[config.mk]
export PLATFORM = sky130hd
export DESIGN_NAME = owlpr_receiver
export DESIGN_NICKNAME = d
export VERILOG_FILES = /design/src/verilog/owlpr_pkg.sv /design/src/verilog/owlpr_bus_if.sv /design/src/verilog/owlpr_assembler.sv /design/src/verilog/owlpr_receiver.sv
export VERILOG_INCLUDE_DIRS = /design/src /design/src/verilog
export SDC_FILE = /design/constraint.sdc
export NUM_CORES = 1
export LEC_CHECK = 0
export CAP_MARGIN = 20
export CELL_PAD_IN_SITES_DETAIL_PLACEMENT = 0
export CELL_PAD_IN_SITES_GLOBAL_PLACEMENT = 1
export CORE_MARGIN = 10
export CORE_UTILIZATION = 37
export CTS_CLUSTER_DIAMETER = 200
export DETAILED_ROUTE_END_ITERATION = 12
export DONT_BUFFER_PORTS = 1
export PLACE_DENSITY_LB_ADDON = 0.1
export REMOVE_ABC_BUFFERS = 1
export SETUP_SLACK_MARGIN = 0.15
export SKIP_CTS_REPAIR_TIMING = 1
export SYNTH_ARGS = -nofsm -noshare
export SYNTH_HDL_FRONTEND = slang
export SYNTH_HIERARCHICAL = 1
export SYNTH_SLANG_ARGS = --single-unit
[constraint.sdc]
create_clock -name core_clk -period 4.2 [get_ports core_clk]
set_clock_uncertainty 0.15 [all_clocks]
set_input_delay 0.42 -clock core_clk [delete_from_list [all_inputs] [get_ports core_clk]]
set_output_delay 0.42 -clock core_clk [all_outputs]
set_load 0.005 [all_outputs]
[src/verilog/owlpr_defines.svh]
// Constants for the one-wire level program receiver.
// Function
// Bytes arrive most significant bit first, least significant bit last.
// Host holds line high at least the lead-high time before each byte.
// Lead-high before the address byte may be omitted if line rests high.
// A high end-of-stream phase of byte-end time completes each byte; the code times a low end-of-stream phase instead.
// One when high is at least twice low; zero when low twice high.
// Each bit is measured from one falling edge to the next.
// Acknowledge only with request flag, matching address, sixteen good bits.
// After a delay past last falling edge, pull line low up to 512 us.
// Host keeps line low through the delay, then releases and samples.
// Host waits for line release before starting a new transmission.
// Acknowledge is active-low open drain; host provides the pull-up.
// A push-pull host never sets the acknowledge request flag.
// Data byte holds request flag, two zero sub-address bits, level code.
// Level code register resets to full scale, code 31.
// Bits decode for any rate from 1.7 to 160 kbit/s unconfigured.
// Level code updates only on complete sixteen-bit frames with address.
`ifndef OWLPR_DEFINES_SVH
`define OWLPR_DEFINES_SVH
`define OWLPR_CLK_MHZ 200
`define OWLPR_BYTE_END_NS 2000
`define OWLPR_BYTE_END_CYC (`OWLPR_BYTE_END_NS * `OWLPR_CLK_MHZ / 1000)
`define OWLPR_REPLY_DELAY_NS 1000
`define OWLPR_REPLY_DELAY_CYC (`OWLPR_REPLY_DELAY_NS * `OWLPR_CLK_MHZ / 1000)
`define OWLPR_REPLY_PULSE_US 400
`define OWLPR_REPLY_PULSE_CYC (`OWLPR_REPLY_PULSE_US * `OWLPR_CLK_MHZ)
`define OWLPR_CNT_W 20
`define OWLPR_CNT_MAX 20'hFFFFF
// The device address value is arbitrary.
`define OWLPR_DEV_ADDR 8'h5A
`define OWLPR_LEVEL_RESET 5'h1F
`define OWLPR_FLAG_BIT 7
`define OWLPR_SUB_HI_BIT 6
`define OWLPR_SUB_LO_BIT 5
`define OWLPR_LEVEL_MSB 4
`define OWLPR_BITS_PER_BYTE 4'h8
`endif

[src/verilog/owlpr_pkg.sv]
// Types shared by the one-wire level program receiver.
package owlpr_pkg;
  typedef enum logic [2:0] {
    OWLPR_IDLE = 3'b000,
    OWLPR_LOW = 3'b001,
    OWLPR_HIGH = 3'b011,
    OWLPR_WAIT = 3'b010,
    OWLPR_REPLY = 3'b110
  } owlpr_state_type;
endpackage

[src/verilog/owlpr_bus_if.sv]
// Interface carrying the decoded bit stream to the byte assembler.
`timescale 1ns/1ps
`default_nettype none
interface owlpr_bus_if;
  logic bit_valid;
  logic bit_value;
  logic byte_end;
  logic frame_abort;
  modport src(output bit_valid, output bit_value, output byte_end,
    output frame_abort);
  modport dst(input bit_valid, input bit_value, input byte_end,
    input frame_abort);
endinterface
`default_nettype wire

[src/verilog/owlpr_assembler.sv]
// Byte assembler that gathers address and data bytes into a frame.
`timescale 1ns/1ps
`default_nettype none
`include "owlpr_defines.svh"
module owlpr_assembler (
  input wire logic core_clk,
  input wire logic srst,
  input wire logic ce,
  owlpr_bus_if.dst bus,
  output logic frame_ok,
  output logic [7:0] frame_data
);
  logic [7:0] shift_reg, shift_next;
  logic [3:0] count_reg, count_next;
  logic second_reg, second_next;
  logic addr_ok_reg, addr_ok_next;
  logic ok_reg, ok_next;
  logic [7:0] data_reg, data_next;

  always_comb begin
    shift_next = shift_reg;
    count_next = count_reg;
    second_next = second_reg;
    addr_ok_next = addr_ok_reg;
    ok_next = 1'b0;
    data_next = data_reg;
    if (bus.frame_abort) begin
      count_next = 4'h0;
      second_next = 1'b0;
    end else if (bus.bit_valid) begin
      shift_next = {shift_reg[6:0], bus.bit_value};
      count_next = count_reg + 4'h1;
    end else if (bus.byte_end) begin
      count_next = 4'h0;
      if (count_reg != `OWLPR_BITS_PER_BYTE) begin
        second_next = 1'b0;
      end else if (!second_reg) begin
        addr_ok_next = (shift_reg == `OWLPR_DEV_ADDR);
        second_next = 1'b1;
      end else begin
        second_next = 1'b0;
        ok_next = addr_ok_reg;
        data_next = shift_reg;
      end
    end
  end

  always_ff @(posedge core_clk) begin
    if (srst) begin
      shift_reg <= 8'h00;
      count_reg <= 4'h0;
      second_reg <= 1'b0;
      addr_ok_reg <= 1'b0;
      ok_reg <= 1'b0;
      data_reg <= 8'h00;
    end else if (ce) begin
      shift_reg <= shift_next;
      count_reg <= count_next;
      second_reg <= second_next;
      addr_ok_reg <= addr_ok_next;
      ok_reg <= ok_next;
      data_reg <= data_next;
    end
  end

  assign frame_ok = ok_reg;
  assign frame_data = data_reg;
endmodule
`default_nettype wire

[src/verilog/owlpr_receiver.sv]
// Top of the one-wire level program receiver.
`timescale 1ns/1ps
`default_nettype none
`include "owlpr_defines.svh"
module owlpr_receiver #(
  parameter logic [19:0] REPLY_PULSE_CYC = 20'(`OWLPR_REPLY_PULSE_CYC)
) (
  input wire logic core_clk,
  input wire logic srst,
  input wire logic ce,
  input wire logic ctrl_in,
  output logic ctrl_out,
  output logic ctrl_oe,
  output logic [4:0] level_code,
  output logic level_update
);
  logic [19:0] low_cnt_reg, low_cnt_next;
  logic [19:0] high_cnt_reg, high_cnt_next;
  logic [19:0] tmr_reg, tmr_next;
  logic line_reg;
  owlpr_pkg::owlpr_state_type st_reg, st_next;
  logic oe_reg, oe_next;
  logic [4:0] level_reg, level_next;
  logic upd_reg, upd_next;
  logic pend_reg, pend_next;
  logic [3:0] bits_reg, bits_next;
  logic frame_ok;
  logic [7:0] frame_data;
  owlpr_bus_if bus();

  function automatic logic [19:0] sat_inc(input logic [19:0] v);
    sat_inc = (v == `OWLPR_CNT_MAX) ? v : v + 20'h1;
  endfunction

  wire fall = line_reg & ~ctrl_in;
  // A bit is only counted when one phase dominates by two; the ambiguous
  // middle range aborts the frame rather than guess.
  wire is_one = high_cnt_reg >= {low_cnt_reg[18:0], 1'b0};
  wire is_zero = low_cnt_reg >= {high_cnt_reg[18:0], 1'b0};
  always_comb begin
    st_next = st_reg;
    low_cnt_next = low_cnt_reg;
    high_cnt_next = high_cnt_reg;
    tmr_next = tmr_reg;
    bits_next = bits_reg;
    oe_next = 1'b0;
    bus.bit_valid = 1'b0;
    bus.bit_value = 1'b0;
    bus.byte_end = 1'b0;
    bus.frame_abort = 1'b0;
    case (st_reg)
      owlpr_pkg::OWLPR_IDLE: begin
        // Line resting high stands in for the lead-high phase.
        if (fall) begin
          st_next = owlpr_pkg::OWLPR_LOW;
          low_cnt_next = 20'h1;
          high_cnt_next = 20'h0;
          bits_next = 4'h0;
        end
      end
      owlpr_pkg::OWLPR_LOW: begin
        // A saturated phase is far beyond the slowest legal bit, so a
        // cut frame is dropped there instead of waiting for ever.
        if (ctrl_in) begin
          st_next = owlpr_pkg::OWLPR_HIGH;
          high_cnt_next = 20'h1;
        end else if (low_cnt_reg == `OWLPR_CNT_MAX) begin
          bus.frame_abort = 1'b1;
          st_next = owlpr_pkg::OWLPR_IDLE;
        end else begin
          low_cnt_next = sat_inc(low_cnt_reg);
        end
      end
      owlpr_pkg::OWLPR_HIGH: begin
        high_cnt_next = sat_inc(high_cnt_reg);
        if (fall) begin
          low_cnt_next = 20'h1;
          // Bits are timed only by ratio, so any rate in range works.
          if (is_one || is_zero) begin
            bus.bit_valid = 1'b1;
            bus.bit_value = is_one;
            bits_next = bits_reg + 4'h1;
            st_next = owlpr_pkg::OWLPR_LOW;
            if (bits_reg == `OWLPR_BITS_PER_BYTE - 4'h1) begin
              bits_next = 4'h0;
              st_next = owlpr_pkg::OWLPR_WAIT;
            end
          end else begin
            bus.frame_abort = 1'b1;
            st_next = owlpr_pkg::OWLPR_IDLE;
          end
        end else if (high_cnt_reg == `OWLPR_CNT_MAX) begin
          bus.frame_abort = 1'b1;
          st_next = owlpr_pkg::OWLPR_IDLE;
        end
      end
      owlpr_pkg::OWLPR_WAIT: begin
        // The fall after the eighth bit opens the low end-of-stream phase.
        if (ctrl_in) begin
          st_next = owlpr_pkg::OWLPR_IDLE;
          if (low_cnt_reg < 20'(`OWLPR_BYTE_END_CYC)) begin
            bus.frame_abort = 1'b1;
          end
        end else begin
          low_cnt_next = sat_inc(low_cnt_reg);
          if (low_cnt_reg == 20'(`OWLPR_BYTE_END_CYC)) begin
            bus.byte_end = 1'b1;
          end
          if (pend_reg && low_cnt_reg >= 20'(`OWLPR_REPLY_DELAY_CYC)) begin
            st_next = owlpr_pkg::OWLPR_REPLY;
            tmr_next = 20'h0;
          end
        end
      end
      owlpr_pkg::OWLPR_REPLY: begin
        oe_next = 1'b1;
        tmr_next = tmr_reg + 20'h1;
        if (tmr_reg >= REPLY_PULSE_CYC) begin
          oe_next = 1'b0;
          st_next = owlpr_pkg::OWLPR_IDLE;
        end
      end
      default: begin
        st_next = owlpr_pkg::OWLPR_IDLE;
      end
    endcase
  end

  always_comb begin
    level_next = level_reg;
    upd_next = 1'b0;
    pend_next = pend_reg;
    if (st_reg == owlpr_pkg::OWLPR_REPLY) begin
      pend_next = 1'b0;
    end
    if (frame_ok) begin
      level_next = frame_data[`OWLPR_LEVEL_MSB:0];
      upd_next = 1'b1;
      pend_next = frame_data[`OWLPR_FLAG_BIT];
    end else if (st_reg == owlpr_pkg::OWLPR_HIGH && fall) begin
      pend_next = 1'b0;
    end
  end

  always_ff @(posedge core_clk) begin
    if (srst) begin
      st_reg <= owlpr_pkg::OWLPR_IDLE;
      low_cnt_reg <= 20'h0;
      high_cnt_reg <= 20'h0;
      tmr_reg <= 20'h0;
      line_reg <= 1'b1;
      oe_reg <= 1'b0;
      level_reg <= `OWLPR_LEVEL_RESET;
      upd_reg <= 1'b0;
      pend_reg <= 1'b0;
      bits_reg <= 4'h0;
    end else if (ce) begin
      bits_reg <= bits_next;
      st_reg <= st_next;
      low_cnt_reg <= low_cnt_next;
      high_cnt_reg <= high_cnt_next;
      tmr_reg <= tmr_next;
      line_reg <= ctrl_in;
      oe_reg <= oe_next;
      level_reg <= level_next;
      upd_reg <= upd_next;
      pend_reg <= pend_next;
    end
  end

  owlpr_assembler u_asm (
    .core_clk(core_clk),
    .srst(srst),
    .ce(ce),
    .bus(bus),
    .frame_ok(frame_ok),
    .frame_data(frame_data)
  );

  assign ctrl_out = 1'b0;
  assign ctrl_oe = oe_reg;
  assign level_code = level_reg;
  assign level_update = upd_reg;
endmodule
`default_nettype wire

* Word level (Yosys, flattened, before mapping)
Cells that the tools add are included.
Storage, ports and cells: output and inout port bits 8, flip-flop bits (word level) 99
Cells by class: $lt $le $gt $ge 5, reduce and logical (&&, ||, !) cells 25, mux-type cells 63, add/subtract/negate cells 5, equality and inequality tests 25, bitwise operators 6
Operator list (number):
- 2-to-1 mux 20 bit | 8
- case mux 20 bit (2 select lines) | 2
- adder 20 x 1 -> 20 bit (second input constant) | 3
- case mux 20 bit (3 select lines) | 1
- == test 20 bit (second input constant) | 2
- >= comparator 20 bit | 2
- 2-to-1 mux 1 bit | 32
- 2-to-1 mux 4 bit | 7
- 2-to-1 mux 3 bit | 9
- == test 20 x 9 -> 1 bit (second input constant) | 1
- >= comparator 20 x 17 -> 1 bit (second input constant) | 1
- >= comparator 20 x 8 -> 1 bit (second input constant) | 1
- < comparator 20 x 9 -> 1 bit (second input constant) | 1
- != test 2 bit (second input constant) | 10
- AND reduction 6 bit | 3
- case mux 3 bit (5 select lines) | 1
- AND reduction 5 bit | 3
- != test 3 bit (second input constant) | 3
- nonzero test 3 bit | 3
- adder 4 x 1 -> 4 bit (second input constant) | 2
- == test 8 x 7 -> 1 bit (second input constant) | 1
- case mux 4 bit (2 select lines) | 1
- nonzero test 2 bit | 4
- == test 3 x 2 -> 1 bit (second input constant) | 2
- other kinds (16) | 26

* Logic depth before layout (Yosys ltp)
depth after elaboration 7, depth in mapped cells 14, depth with buffers taken out 13

* Hierarchy
Netlist, hierarchy kept.
Modules (own cells, without submodules):
- owlpr_receiver | times used 1, sequential area each 1521.5 µm², cells each 594, area an instance 4737.0 µm²
- owlpr_assembler | times used 1, sequential area each 460.4 µm², cells each 102, area an instance 919.6 µm²

* Worst setup path before layout
Ideal clock, no wire load.
kind reg2reg, from register low_cnt_reg[13], to register u_asm.addr_ok_reg, period minus slack after synthesis 2.941 ns, stages on the path, launching flop included 12, library setup time 0.067 ns, path buffers 0, arrival time 2.724 ns, required time 3.983 ns, setup slack 1.259 ns, cell sequence dfxtp_1 > inv_1 > ha_1 > a41oi_1 > o21ai_0 > a221oi_1 > o2111a_1 > a31oi_1 > and4bb_1 > nand4b_1 > or3_1 > a21oi_2
Between the ends: word-level cells in the longest chain between the ends 7, elaborated cells between the ends (all ways) 22
RTL lines:
- start, declared | line owlpr_receiver.sv:17 | logic [19:0] low_cnt_reg, low_cnt_next;
- start signal, assigned | line owlpr_receiver.sv:160 | low_cnt_reg <= low_cnt_next;
- >= comparator 20 bit, on equally long branches | line owlpr_receiver.sv:38, owlpr_receiver.sv:39
- logical OR 1 bit * | line owlpr_receiver.sv:79 | if (is_one || is_zero) begin
- 2-to-1 mux 1 bit * | line owlpr_receiver.sv:79
- 2-to-1 mux 1 bit * | line owlpr_receiver.sv:76 | if (fall) begin
- 2-to-1 mux 1 bit * | line owlpr_receiver.sv:51 | case (st_reg)
- named net bus.bit_valid | line owlpr_bus_if.sv:5 | logic bit_valid;
- NOT 1 bit (no source line) *
- AND reduction 6 bit (no source line) *
- end signal, assigned | line owlpr_assembler.sv:60 | addr_ok_reg <= addr_ok_next;
- end, declared | line owlpr_assembler.sv:16 | logic addr_ok_reg, addr_ok_next;
The timed path passes the listed nets; every way through them passes the cells marked *. A chain may end at the register's enable or synchronous reset.

* Worst setup path in the final report
Ends and elaborated chain as after synthesis.

==> qor.csv <==
metric,value,unit
outcome,finished clean,
maximum vdd drop,0.000181,V
sequential power share,49.8,%
CP bufs+invs,1,
GP Congestion,0.842,
"commonest non-fill, non-tap cell in the layout",nor2_1,
"Slew Viols, Final",0,
fin nets,729,
via count,4618,
CP max-delay cell,a221oi_1,
standard-cell row count,44,
n_diodes,0,
"leading cell types in the layout, fill and taps excluded","nor2_1 (104), dfxtp_1 (97), nand2_1 (56)",
startpoint of the worst register-to-register path,low_cnt_reg[13],
P&R area growth vs syn,8.32,%
crit share post-route,85.6,%
Sw Ratio,24.2,%
chip width,143,µm
Rel. slew slack,38.9,%
largest net degree at the start of global routing,36,
Critical Path AT,3.74,ns
slowest cell delay on critical path,0.48,ns
pre-CTS setup slack,0.629,ns
synthesized area,0.00559,mm²
Clock Sinks,97,
final setup margin,0.606,ns
cell count after synthesis,688,
first-pass GRT wire length,22.8,mm
slew at the pin with the worst max-slew slack,0.915,ns
Final setup viols,0,
Clk pwr share,45.7,%
vias per inst,5.31,
Internal,1.42,mW
crit-path cells,inv_1 -> ha_1 -> a41oi_1 -> o21ai_0 -> a221oi_1 -> o2111a_1 -> a31oi_1 -> and4bb_1 -> nand4b_1 -> or3_1 -> a21oi_2,
port bufs,0,
Worst setup startpoint,low_cnt_reg[13],
Static Leak,2.19,nW
filler instances,1495,
DRT iter0 DRCs,224,
PD cells,310,mW/mm²
Worst Setup Start Kind,register,
clk_lat worst skew,0.36,ns
CP required,4.34,ns
CTS H-Tree Depth,3,
CP endpoint kind,register,
RSZ-0062 raised after global routing,false,
Psw,455,µW
DR WL/cell,15.8,µm
critical path type,reg2reg,
share of cells above drive strength 1,4.96,%
Hold Crit Class,in2reg,
"Clk pin slew, worst setup/hold paths",0.07,ns
DR pass1 iterations,7,
total track usage,13.8,%
worst-path fanout max,6,
Congestion Overflow GR,0,
root buffer cell,clkbuf_16,
initial antenna violation count,0,
power share of the combinational group,4.5,%
clk buf depth,2,
die area,0.0204,mm²
TritonCTS buffer count,9,
maxcap violations,0,
Fmax,278,MHz
I/O pin count,12,
core box area,0.0146,mm²
vias in the first global route,4405,
endpoints failing hold,0,
synthesized area per cell,8.13,µm²
chip height,143,µm
Hold Path Origin,ce,
family with the most delay on the worst path,compound AO/OA/AOI/OAI gates,
antenna-violating nets left,0,
Initial Util,38.2,%
hpwl dp,10.2,mm
Yosys warnings,6,
CTS tree,done,
TNS Setup,0,ns
final wirelength,13.7,mm
min Tclk post-route,3.59,ns
residual DRC count,0,
==> per-layer routing <==
layer  vias to the layer above  global-route usage [%]  share of wire (%)
li1                       2371                       -                  -
met1                      2178                    18.6                 50
met2                        53                    21.3                 45
met5                         -                       0                  0
met3                        16                    3.05                3.4
met4                         0                    4.61                1.4
==> power groups by stage <==
stage | sequential (mW) | combinational [mW] | clock [mW]
CTS | 0.935 | 0.0784 | 0.892
global route | 0.937 | 0.0947 | 0.928
finish | 0.935 | 0.0841 | 0.857
floorplan | 0.953 | 0.0580 | 0
detailed placement | 0.957 | 0.0779 | 0
global placement | 0.957 | 0.0781 | 0
==> layout make-up <==
type	instances	area (µm²)	share of cell area (%)
multi-input cells	518	3360	55.5
flip-flops and latches	97	1940	32.1
well taps	184	230	3.80
inverters	53	199	3.28
clock inverters	6	75.1	1.24
clock buffers	10	229	3.78
repair buffers	1	20.0	0.331
==> stage by stage <==
step	power, mW	hold slack [ns]	util (%)	cells	cell area [µm²]
floorplan	1.01	0.272	-	668	5500
global placement	1.04	0.292	39.1	852	5730
detailed placement	1.03	0.287	39.1	852	5730
CTS	1.91	-0.0404	41.2	868	6040
global route	1.96	0.0373	41.4	869	6060
finish	1.88	0.0416	41.4	869	6060
==> final timing paths <==
path,endpoint,slack (ns),cells past startpoint
max,u_asm/addr_ok_reg,0.61,11
min,line_reg,0.04,1
max reg2reg,u_asm/addr_ok_reg,0.61,11
min reg2reg,u_asm/frame_data[4],0.30,2
Note: power is estimated with default switching activity, not from simulation.
